===== config.mk =====
export PLATFORM = sky130hd
export DESIGN_NAME = fsb_regs
export DESIGN_NICKNAME = d
export VERILOG_FILES = /design/src/verilog/fsb_pkg.sv /design/src/verilog/fsb_link_if.sv /design/src/verilog/fsb_boot_seq.sv /design/src/verilog/fsb_regs.sv /design/src/verilog/fsb_spi_shifter.sv
export VERILOG_INCLUDE_DIRS = /design/src /design/src/verilog
export SDC_FILE = /design/constraint.sdc
export NUM_CORES = 1
export LEC_CHECK = 0
export BUFFER_PORTS_ARGS = -buffer_cell sky130_fd_sc_hd__buf_2
export CAP_MARGIN = 25
export CORE_ASPECT_RATIO = 0.5
export CORE_UTILIZATION = 30
export DETAILED_ROUTE_END_ITERATION = 6
export GPL_ROUTABILITY_DRIVEN = 1
export PLACE_DENSITY = 0.44
export SYNTH_ARGS = -nofsm -noshare
export SYNTH_HDL_FRONTEND = slang
export SYNTH_SLANG_ARGS = --single-unit

===== constraint.sdc =====
create_clock -name i_clk -period 6.6 [get_ports i_clk]
set_input_delay 1.32 -clock i_clk [delete_from_list [all_inputs] [get_ports i_clk]]
set_output_delay 1.32 -clock i_clk [all_outputs]
set_load 0.005 [all_outputs]

===== src/verilog/fsb_map.svh =====
// register layout, command codes and reset values of the flash register bank
`ifndef FSB_MAP_SVH
`define FSB_MAP_SVH
`define FSB_OP_RD_SUSP 8'h07
`define FSB_OP_REG_WR 8'h01
`define FSB_OP_BOOT_RD 8'h14
`define FSB_OP_BOOT_WR 8'h15
`define FSB_OP_BANK_RD 8'h16
`define FSB_OP_BANK_WR 8'h17
`define FSB_OP_BANK_ACC 8'hb9
`define FSB_OP_ECC_RD 8'h18
`define FSB_OP_ERS_PAUSE 8'h75
`define FSB_OP_ERS_GO 8'h7a
`define FSB_OP_PGM_PAUSE 8'h85
`define FSB_OP_PGM_GO 8'h8a
`define FSB_SUSP_ERASE_BIT 1
`define FSB_SUSP_PROG_BIT 0
`define FSB_SUSP_RST 8'h00
`define FSB_BOOT_EN_BIT 0
`define FSB_BOOT_DLY_LSB 1
`define FSB_BOOT_DLY_MSB 8
`define FSB_BOOT_ADDR_LSB 9
`define FSB_BOOT_RST 32'h0000_0000
`define FSB_BANK_EXT_BIT 7
`define FSB_BANK_RST 8'h00
`define FSB_BANK_WMASK 8'h80
`define FSB_ECC_UNIT_LSB 4
`define FSB_ECC_RSVD 5'h00
`define FSB_ECC_ALEN3 3'h3
`define FSB_ECC_ALEN4 3'h4
`endif


===== src/verilog/fsb_pkg.sv =====
// shared types of the flash register bank
package fsb_pkg;
    typedef logic [7:0] fsb_byte_t;
    typedef enum logic [1:0] {
        ST_OPC = 2'b00,
        ST_BODY = 2'b01,
        ST_SKIP = 2'b10
    } fsb_cmd_e;
    typedef enum logic [1:0] {
        BT_IDLE = 2'b00,
        BT_ARMED = 2'b01,
        BT_DELAY = 2'b10,
        BT_STREAM = 2'b11
    } fsb_boot_e;
endpackage : fsb_pkg


===== src/verilog/fsb_link_if.sv =====
// serial link signals between the pin shifter and the command core
`timescale 1ns/1ps
interface fsb_link_if;
    logic [7:0] rx_byte;
    logic rx_valid;
    logic cs_fall;
    logic cs_rise;
    logic sck_rise;
    logic [7:0] tx_byte;
    logic tx_load;
    modport shifter (output rx_byte, rx_valid, cs_fall, cs_rise, sck_rise, input tx_byte, tx_load);
    modport core (input rx_byte, rx_valid, cs_fall, cs_rise, sck_rise, output tx_byte, tx_load);
endinterface : fsb_link_if


===== src/verilog/fsb_boot_seq.sv =====
// boot-on-reset sequencer: arms after reset, counts start delay, flags streaming
`timescale 1ns/1ps
module fsb_boot_seq (
    input wire logic i_clk,          // system clock
    input wire logic i_rst,          // any reset, synchronous
    input wire logic i_enable,       // boot on reset enabled
    input wire logic [7:0] i_delay,  // start delay in serial clocks
    input wire logic i_cs_fall,      // chip select fell
    input wire logic i_cs_rise,      // chip select rose
    input wire logic i_sck_rise,     // serial clock rose
    output logic o_busy,             // boot frame pending or running
    output logic o_stream            // boot data may be shifted out
);
    fsb_pkg::fsb_boot_e state_reg;
    logic after_rst_reg;
    logic [7:0] cnt_reg;

    always_ff @(posedge i_clk) begin
        if (i_rst) begin
            state_reg <= fsb_pkg::BT_IDLE;
            after_rst_reg <= 1'b1;
            cnt_reg <= 8'h00;
        end else begin
            after_rst_reg <= 1'b0;
            unique case (state_reg)
                fsb_pkg::BT_IDLE: begin
                    if (after_rst_reg && i_enable) state_reg <= fsb_pkg::BT_ARMED;
                end
                fsb_pkg::BT_ARMED: begin
                    cnt_reg <= 8'h00;
                    if (i_cs_fall) begin
                        state_reg <= (i_delay == 8'h00) ? fsb_pkg::BT_STREAM : fsb_pkg::BT_DELAY;
                    end
                end
                fsb_pkg::BT_DELAY: begin
                    if (i_cs_rise) state_reg <= fsb_pkg::BT_IDLE;
                    else if (i_sck_rise) begin
                        cnt_reg <= cnt_reg + 8'h01;
                        if (cnt_reg + 8'h01 == i_delay) state_reg <= fsb_pkg::BT_STREAM;
                    end
                end
                fsb_pkg::BT_STREAM: begin
                    if (i_cs_rise) state_reg <= fsb_pkg::BT_IDLE;
                end
            endcase
        end
    end

    always_ff @(posedge i_clk) begin
        if (i_rst) begin
            o_busy <= 1'b0;
            o_stream <= 1'b0;
        end else begin
            o_busy <= (state_reg != fsb_pkg::BT_IDLE) && !i_cs_rise;
            o_stream <= (state_reg == fsb_pkg::BT_STREAM) && !i_cs_rise;
        end
    end
endmodule : fsb_boot_seq


===== src/verilog/fsb_regs.sv =====
// command-accessed suspend, boot, bank and correction status registers
`timescale 1ns/1ps
`include "fsb_map.svh"
module fsb_regs (
    input wire logic i_clk,                 // system clock, 10 MHz
    input wire logic i_rst,                 // power-on reset, synchronous
    input wire logic i_hw_rst_n,            // hardware reset pin, active low
    input wire logic i_sw_rst,              // software reset pulse, same clock
    input wire logic i_sck,                 // serial clock pin
    input wire logic i_cs_n,                // chip select pin, active low
    input wire logic i_si,                  // serial data in pin
    input wire logic [2:0] i_ecc_flags,     // status of the selected unit
    output logic o_so,                      // serial data out
    output logic o_so_oe_n,                 // data out enable, low drives
    output logic [27:0] o_ecc_unit_addr,    // selected correction unit
    output logic [7:0] o_upper_addr,        // address bits above A23
    output logic o_four_byte_mode,          // four-byte address mode
    output logic o_boot_active,             // boot frame pending or running
    output logic o_boot_stream,             // boot data transfer started
    output logic [31:0] o_boot_addr         // boot code start address
);
    fsb_link_if lk ();
    fsb_pkg::fsb_cmd_e state_reg;
    fsb_pkg::fsb_byte_t opcode_reg;
    fsb_pkg::fsb_byte_t susp_status;
    logic [2:0] cnt_reg;
    logic [1:0] hw_reg;
    logic vrst;
    logic erase_paused_flag;
    logic program_paused_flag;
    logic [31:0] boot_cfg_reg;
    logic [23:0] boot_sh_reg;
    logic [7:0] bank_reg;
    logic bank_armed_reg;
    logic wr_via_reg;
    logic [31:0] ecc_addr_reg;
    logic ecc_pend_reg;
    logic ecc_pend_next;
    logic tx_go;
    logic [7:0] tx_val;
    logic boot_busy;
    logic boot_stream;
    logic opc_strobe;
    logic body_strobe;
    logic [2:0] ecc_alen;

    // ***************
    // helpers
    // ***************
    function automatic logic [7:0] word_byte(input logic [31:0] w, input logic [2:0] idx);
        logic [7:0] b;
        b = 8'h00;
        unique case (idx[1:0])
            2'h0: b = w[31:24];
            2'h1: b = w[23:16];
            2'h2: b = w[15:8];
            2'h3: b = w[7:0];
        endcase
        return b;
    endfunction : word_byte

    function automatic logic [7:0] bank_merge(input logic [7:0] old, input logic [7:0] nw);
        return (nw & `FSB_BANK_WMASK) | (old & ~`FSB_BANK_WMASK);
    endfunction : bank_merge

    // ***************
    // resets
    // ***************
    always_ff @(posedge i_clk) begin
        if (i_rst) begin
            hw_reg <= 2'h3;
        end else begin
            hw_reg <= {hw_reg[0], i_hw_rst_n};
        end
    end
    assign vrst = i_rst | ~hw_reg[1] | i_sw_rst;

    // ***************
    // link and boot sequencer
    // ***************
    fsb_spi_shifter u_shifter (
        .i_clk(i_clk),
        .i_rst(i_rst),
        .i_sck(i_sck),
        .i_cs_n(i_cs_n),
        .i_si(i_si),
        .lk(lk.shifter),
        .o_so(o_so),
        .o_so_oe_n(o_so_oe_n)
    );

    fsb_boot_seq u_boot (
        .i_clk(i_clk),
        .i_rst(vrst),
        .i_enable(boot_cfg_reg[`FSB_BOOT_EN_BIT]),
        .i_delay(boot_cfg_reg[`FSB_BOOT_DLY_MSB:`FSB_BOOT_DLY_LSB]),
        .i_cs_fall(lk.cs_fall),
        .i_cs_rise(lk.cs_rise),
        .i_sck_rise(lk.sck_rise),
        .o_busy(boot_busy),
        .o_stream(boot_stream)
    );

    // ***************
    // command framing
    // ***************
    assign opc_strobe = lk.rx_valid && (state_reg == fsb_pkg::ST_OPC);
    assign body_strobe = lk.rx_valid && (state_reg == fsb_pkg::ST_BODY);
    assign ecc_alen = o_four_byte_mode ? `FSB_ECC_ALEN4 : `FSB_ECC_ALEN3;

    always_ff @(posedge i_clk) begin
        if (vrst) begin
            state_reg <= fsb_pkg::ST_SKIP;
            opcode_reg <= 8'h00;
            cnt_reg <= 3'h0;
        end else if (lk.cs_fall) begin
            state_reg <= boot_busy ? fsb_pkg::ST_SKIP : fsb_pkg::ST_OPC;
            cnt_reg <= 3'h0;
        end else if (opc_strobe) begin
            state_reg <= fsb_pkg::ST_BODY;
            opcode_reg <= lk.rx_byte;
        end else if (body_strobe && cnt_reg != 3'h7) begin
            cnt_reg <= cnt_reg + 3'h1;
        end
    end

    // ***************
    // suspend status
    // ***************
    always_ff @(posedge i_clk) begin
        if (vrst) begin
            erase_paused_flag <= 1'b0;
            program_paused_flag <= 1'b0;
        end else if (opc_strobe) begin
            if (lk.rx_byte == `FSB_OP_ERS_PAUSE) erase_paused_flag <= 1'b1;
            if (lk.rx_byte == `FSB_OP_ERS_GO) erase_paused_flag <= 1'b0;
            if (lk.rx_byte == `FSB_OP_PGM_PAUSE) program_paused_flag <= 1'b1;
            if (lk.rx_byte == `FSB_OP_PGM_GO) program_paused_flag <= 1'b0;
        end
    end

    always_comb begin
        susp_status = `FSB_SUSP_RST;
        susp_status[`FSB_SUSP_ERASE_BIT] = erase_paused_flag;
        susp_status[`FSB_SUSP_PROG_BIT] = program_paused_flag;
    end

    // ***************
    // boot configuration, kept over hardware and software reset
    // ***************
    always_ff @(posedge i_clk) begin
        if (i_rst) begin
            boot_cfg_reg <= `FSB_BOOT_RST;
            boot_sh_reg <= 24'h000000;
        end else if (body_strobe && opcode_reg == `FSB_OP_BOOT_WR) begin
            boot_sh_reg <= {boot_sh_reg[15:0], lk.rx_byte};
            if (cnt_reg == 3'h3) boot_cfg_reg <= {boot_sh_reg, lk.rx_byte};
        end
    end

    always_ff @(posedge i_clk) begin
        if (i_rst) begin
            o_boot_addr <= 32'h0000_0000;
            o_boot_active <= 1'b0;
            o_boot_stream <= 1'b0;
        end else begin
            o_boot_addr <= {boot_cfg_reg[31:`FSB_BOOT_ADDR_LSB], 9'h000};
            o_boot_active <= boot_busy;
            o_boot_stream <= boot_stream;
        end
    end

    // ***************
    // bank register
    // ***************
    always_ff @(posedge i_clk) begin
        if (vrst) begin
            bank_reg <= `FSB_BANK_RST;
            bank_armed_reg <= 1'b0;
            wr_via_reg <= 1'b0;
        end else if (opc_strobe) begin
            bank_armed_reg <= (lk.rx_byte == `FSB_OP_BANK_ACC);
            wr_via_reg <= bank_armed_reg && (lk.rx_byte == `FSB_OP_REG_WR);
        end else if (body_strobe && cnt_reg == 3'h0) begin
            if (opcode_reg == `FSB_OP_BANK_WR || (opcode_reg == `FSB_OP_REG_WR && wr_via_reg)) begin
                bank_reg <= bank_merge(bank_reg, lk.rx_byte);
            end
        end
    end

    always_ff @(posedge i_clk) begin
        if (vrst) begin
            o_four_byte_mode <= 1'b0;
            o_upper_addr <= 8'h00;
        end else begin
            o_four_byte_mode <= bank_reg[`FSB_BANK_EXT_BIT];
            o_upper_addr <= bank_reg[`FSB_BANK_EXT_BIT] ? 8'h00 : {1'b0, bank_reg[6:0]};
        end
    end

    // ***************
    // correction status read
    // ***************
    assign ecc_pend_next = body_strobe && opcode_reg == `FSB_OP_ECC_RD && ({1'b0, cnt_reg} + 4'h1 >= {1'b0, ecc_alen});

    always_ff @(posedge i_clk) begin
        if (vrst) begin
            ecc_addr_reg <= 32'h0000_0000;
            o_ecc_unit_addr <= 28'h0000000;
            ecc_pend_reg <= 1'b0;
        end else begin
            ecc_pend_reg <= ecc_pend_next;
            if (body_strobe && opcode_reg == `FSB_OP_ECC_RD && cnt_reg < ecc_alen) begin
                ecc_addr_reg <= {ecc_addr_reg[23:0], lk.rx_byte};
                if (cnt_reg + 3'h1 == ecc_alen) begin
                    // unit index is the full byte address without its low nibble
                    o_ecc_unit_addr <= o_four_byte_mode ?
                        {ecc_addr_reg[23:0], lk.rx_byte[7:`FSB_ECC_UNIT_LSB]} :
                        {o_upper_addr, ecc_addr_reg[15:0], lk.rx_byte[7:`FSB_ECC_UNIT_LSB]};
                end
            end
        end
    end

    // ***************
    // read data
    // ***************
    always_comb begin
        tx_go = 1'b0;
        tx_val = 8'h00;
        if (opc_strobe) begin
            unique case (lk.rx_byte)
                `FSB_OP_RD_SUSP: begin
                    tx_go = 1'b1;
                    tx_val = susp_status;
                end
                `FSB_OP_BOOT_RD: begin
                    tx_go = 1'b1;
                    tx_val = word_byte(boot_cfg_reg, 3'h0);
                end
                `FSB_OP_BANK_RD: begin
                    tx_go = 1'b1;
                    tx_val = bank_reg;
                end
                default: tx_go = 1'b0;
            endcase
        end else if (body_strobe) begin
            unique case (opcode_reg)
                `FSB_OP_RD_SUSP: begin
                    tx_go = 1'b1;
                    tx_val = susp_status;
                end
                `FSB_OP_BOOT_RD: begin
                    tx_go = 1'b1;
                    tx_val = word_byte(boot_cfg_reg, cnt_reg + 3'h1);
                end
                `FSB_OP_BANK_RD: begin
                    tx_go = 1'b1;
                    tx_val = bank_reg;
                end
                default: tx_go = 1'b0;
            endcase
        end else if (ecc_pend_reg) begin
            tx_go = 1'b1;
            tx_val = {`FSB_ECC_RSVD, i_ecc_flags};
        end
    end

    always_ff @(posedge i_clk) begin
        if (i_rst) begin
            lk.tx_load <= 1'b0;
            lk.tx_byte <= 8'h00;
        end else begin
            lk.tx_load <= tx_go;
            lk.tx_byte <= tx_val;
        end
    end
endmodule : fsb_regs


===== src/verilog/fsb_spi_shifter.sv =====
// pin synchronisers, edge detection and byte shifter of the serial link
`timescale 1ns/1ps
module fsb_spi_shifter (
    input wire logic i_clk,      // system clock
    input wire logic i_rst,      // synchronous reset
    input wire logic i_sck,      // serial clock pin
    input wire logic i_cs_n,     // chip select pin
    input wire logic i_si,       // serial data in pin
    fsb_link_if.shifter lk,      // to command core
    output logic o_so,           // serial data out
    output logic o_so_oe_n       // data out enable, low drives
);
    logic [2:0] sck_reg;
    logic [2:0] cs_reg;
    logic [1:0] si_reg;
    logic [2:0] bit_cnt_reg;
    logic [7:0] rx_sh_reg;
    logic [7:0] tx_sh_reg;
    logic sck_fall;

    // ***************
    // synchronisers
    // ***************
    always_ff @(posedge i_clk) begin
        if (i_rst) begin
            sck_reg <= 3'h0;
            cs_reg <= 3'h7;
            si_reg <= 2'h0;
        end else begin
            sck_reg <= {sck_reg[1:0], i_sck};
            cs_reg <= {cs_reg[1:0], i_cs_n};
            si_reg <= {si_reg[0], i_si};
        end
    end

    assign lk.sck_rise = sck_reg[1] & ~sck_reg[2] & ~cs_reg[1];
    assign sck_fall = ~sck_reg[1] & sck_reg[2] & ~cs_reg[1];
    assign lk.cs_fall = ~cs_reg[1] & cs_reg[2];
    assign lk.cs_rise = cs_reg[1] & ~cs_reg[2];

    // ***************
    // receive, msb first
    // ***************
    always_ff @(posedge i_clk) begin
        if (i_rst || lk.cs_fall) begin
            bit_cnt_reg <= 3'h0;
            rx_sh_reg <= 8'h00;
            lk.rx_valid <= 1'b0;
        end else begin
            lk.rx_valid <= lk.sck_rise && (bit_cnt_reg == 3'h7);
            if (lk.sck_rise) begin
                bit_cnt_reg <= bit_cnt_reg + 3'h1;
                rx_sh_reg <= {rx_sh_reg[6:0], si_reg[1]};
            end
        end
    end
    assign lk.rx_byte = rx_sh_reg;

    // ***************
    // transmit, msb first on falling edges
    // ***************
    always_ff @(posedge i_clk) begin
        if (i_rst || lk.cs_rise) begin
            tx_sh_reg <= 8'h00;
            o_so <= 1'b0;
            o_so_oe_n <= 1'b1;
        end else if (lk.tx_load) begin
            tx_sh_reg <= lk.tx_byte;
        end else if (sck_fall) begin
            o_so <= tx_sh_reg[7];
            o_so_oe_n <= 1'b0;
            tx_sh_reg <= {tx_sh_reg[6:0], 1'b0};
        end
    end
endmodule : fsb_spi_shifter

==> flow_summary.json <==
{
  "path_class": "input port to flop",
  "synth_cell_types": 53,
  "post_cts_resized": 0,
  "area_growth_pct": 14.15,
  "num-fill-cells": 2802,
  "yosysWarnings": 0,
  "grt_pass1_vias": 6214,
  "crit_arrival_ns": 3.70,
  "n_antenna_cell": 0,
  "comb_power_share_pct": 1.4,
  "antenna_found_initial": 0,
  "ys_seq_elements": 207,
  "drv_cap": 0,
  "critPathLaunchType": "input port",
  "async_reset_ff_share_pct": 0,
  "yosysSeqAreaShare_pct": 49.89,
  "drt-initial-drc-count": 490,
  "syn_inst": 980,
  "ant_nets": 0,
  "cts_tree": "yes",
  "p_int_mw": 1.918,
  "dieArea_mm2": 0.02839,
  "htree_levels": 1,
  "drcViolationCount": 0,
  "endpoint_kind": "flop",
  "die_y_um": 119.7,
  "largest_reg_flops": 32,
  "wl_per_cell_um": 15.97,
  "vias": 6666,
  "synth-edff-count": 0,
  "cts_buffers": 21,
  "netSwitchingPower_mw": 0.5281,
  "fin_crit_ns": 3.262,
  "power_density_mw_per_mm2": 258.0,
  "drt-total-wl_mm": 21.99,
  "place_area_mm2": 0.008833,
  "pwr-share-clk_pct": 47.4,
  "grt_max_degree": 59,
  "min_path_type": "flop to flop",
  "final_min_period_over_clock_period_pct": 49.42,
  "regArea_mm2": 0.004144,
  "grt_pass1_wl_mm": 35.02,
  "p_leak_nw": 3.534,
  "cp.required_ns": 7.04,
  "pwr-share-seq_pct": 51.2,
  "fin_area_mm2": 0.009480,
  "grt_overflow": 0,
  "cts_buffer_depth": 3,
  "dp.cells": 1342,
  "dpl.hpwl_mm": 14.74,
  "status": "finished, final reports clean",
  "hold_viol": 0,
  "place_congestion": 0.8291,
  "synth_area_per_cell_um2": 8.475,
  "switching_share_pct": 21.59,
  "rsz0062_at_grt": "no",
  "synthFlopType": "dfxtp_1",
  "drt_pass1_iterations": 6,
  "nets": 1042,
  "slew_headroom_pct": 36.85,
  "grt.total_usage_pct": 15.66,
  "rows": 42,
  "max_freq_mhz": 306.6,
  "finalMaxSlewViolations": 0,
  "insertion_delay_ns": 0.50,
  "setup-violations-final": 0,
  "core_area_mm2": 0.02680,
  "ir_worst_vdd_mv": 0.1581,
  "initial_core_util_pct": 30.99,
  "clock-root-buffer": "clkbuf_16",
  "multi_input_area_mm2": 0.003765,
  "timing.setup.tns_ns": 0,
  "cts_hold_buffers": 0,
  "cts.sinks": 207,
  "cts_setup_buffers": 0,
  "cp_max_fo": 58,
  "cts.clk_slew.worst_paths_ns": 0.07,
  "avgViaCountPerCell": 4.841,
  "io_buffers": 65,
  "worstMarginPinSlew_ns": 0.9442,
  "drive_gt1_share_pct": 11.61,
  "syn_area_mm2": 0.008305,
  "die_width_um": 237.3,
  "final_cells": 1377,
  "fin_skew_ns": 0.01046,
  "ios": 83
}
metrics by stage:
step                      hold slack, ns  utilization [%]  power (mW)  worst slack (ns)
after floorplan                   0.3895                -       1.313             3.974
after global placement            0.3939            32.86       1.316             2.906
after detailed placement          0.3965            32.96       1.316             2.877
after CTS                         0.4081            35.37       2.486             3.324
after global routing              0.4343            35.37       2.552             3.015
final                             0.4103            35.37       2.446             3.338
critical path, stage by stage:
cell	delay, ns
buf_2	0.34
nor3b_1	0.86
inv_2	0.34
buf_4	0.42
nor3_1	0.22
a32o_1	0.15
per-layer routing:
| layer | global-route usage [%] | part of all wire (%) | vias to the layer above |
|---|---|---|---|
| li1 | - | - | 3335 |
| met1 | 22.88 | 50 | 3144 |
| met2 | 23.64 | 43 | 165 |
| met3 | 3.336 | 5.6 | 22 |
| met4 | 2.984 | 1.3 | 0 |
| met5 | 0 | 0 | - |
power by group through the flow:
stage | clock (mW) | sequential, mW | combinational (mW)
floorplan | 0 | 1.28 | 0.0322
global placement | 0 | 1.28 | 0.0346
detailed placement | 0 | 1.28 | 0.0347
CTS | 1.20 | 1.25 | 0.0347
global route | 1.26 | 1.25 | 0.0386
finish | 1.16 | 1.25 | 0.0342
cells by family (layout without fill, tap and decap cells):
| kind of cell | Yosys count | in the layout | share of synthesized area, % |
|---|---|---|---|
| flip-flops | 207 | 207 | 49.89 |
| AO/OA/AOI/OAI | 184 | 184 | 12.65 |
| multiplexers | 36 | 36 | 4.354 |
| adder cells (fa/ha/maj) | 19 | 19 | 2.862 |
| buffers and inverters | 95 | 124 | 5.559 |
| AND/OR/NAND/NOR | 427 | 427 | 23.47 |
| other | 1 | 17 | 0.04515 |
| XOR/XNOR | 11 | 11 | 1.160 |
synth_stat cells, types with 7 or more instances:
master	n	area, um2
mux2i_1	35	350.3
dfxtp_1	207	4144
clkbuf_1	60	225.2
inv_1	11	41.29
nor2_1	68	255.2
ha_1	19	237.7
nor3b_1	7	52.55
nand2b_1	11	68.82
xnor2_1	8	70.07
buf_4	18	135.1
nor3_1	8	40.04
nand3_1	24	120.1
a211oi_1	9	67.56
a222oi_1	8	80.08
nand2_1	228	855.8
a21oi_1	127	635.6
o21ai_0	17	85.08
nor2b_1	36	225.2
cell usage in the layout, fill, tap and decap left out, types with 6 or more instances in the layout:
master / n
nand2_1: 228
dfxtp_1: 207
a21oi_1: 127
nor2_1: 68
buf_2: 65
nor2b_1: 36
mux2i_1: 35
nand3_1: 24
clkbuf_16: 21
ha_1: 19
o21ai_0: 17
conb_1: 17
buf_4: 12
nand2b_1: 11
inv_1: 10
a211oi_1: 9
a222oi_1: 8
nor3_1: 8
xnor2_1: 8
nor4_1: 6
nor3b_1: 6
worst paths after layout:
| path | startpoint | end | cells past startpoint | slack [ns] |
|---|---|---|---|---|
| max | i_rst | u_boot.state_reg[1]$_SDFFE_PP0P_ | 6 | 3.34 |
| min | u_shifter.cs_reg[0]$_SDFF_PP1_ | u_shifter.cs_reg[1]$_SDFF_PP1_ | 1 | 0.41 |
| max reg2reg | opcode_reg[4]$_SDFFE_PP0P_ | o_ecc_unit_addr[21]$_SDFFE_PP0P_ | 7 | 3.36 |
| min reg2reg | u_shifter.cs_reg[0]$_SDFF_PP1_ | u_shifter.cs_reg[1]$_SDFF_PP1_ | 1 | 0.41 |
layout make-up:
| class | instances | share of cell area (%) |
|---|---|---|
| sequential | 207 | 43.71 |
| clock buffer | 29 | 6.177 |
| timing repair buffer | 78 | 4.672 |
| tap | 352 | 4.646 |
| multi-input combinational | 694 | 39.71 |
| inverter | 11 | 0.4355 |
| clock inverter | 6 | 0.6467 |
(Power assumes the default switching activity.)
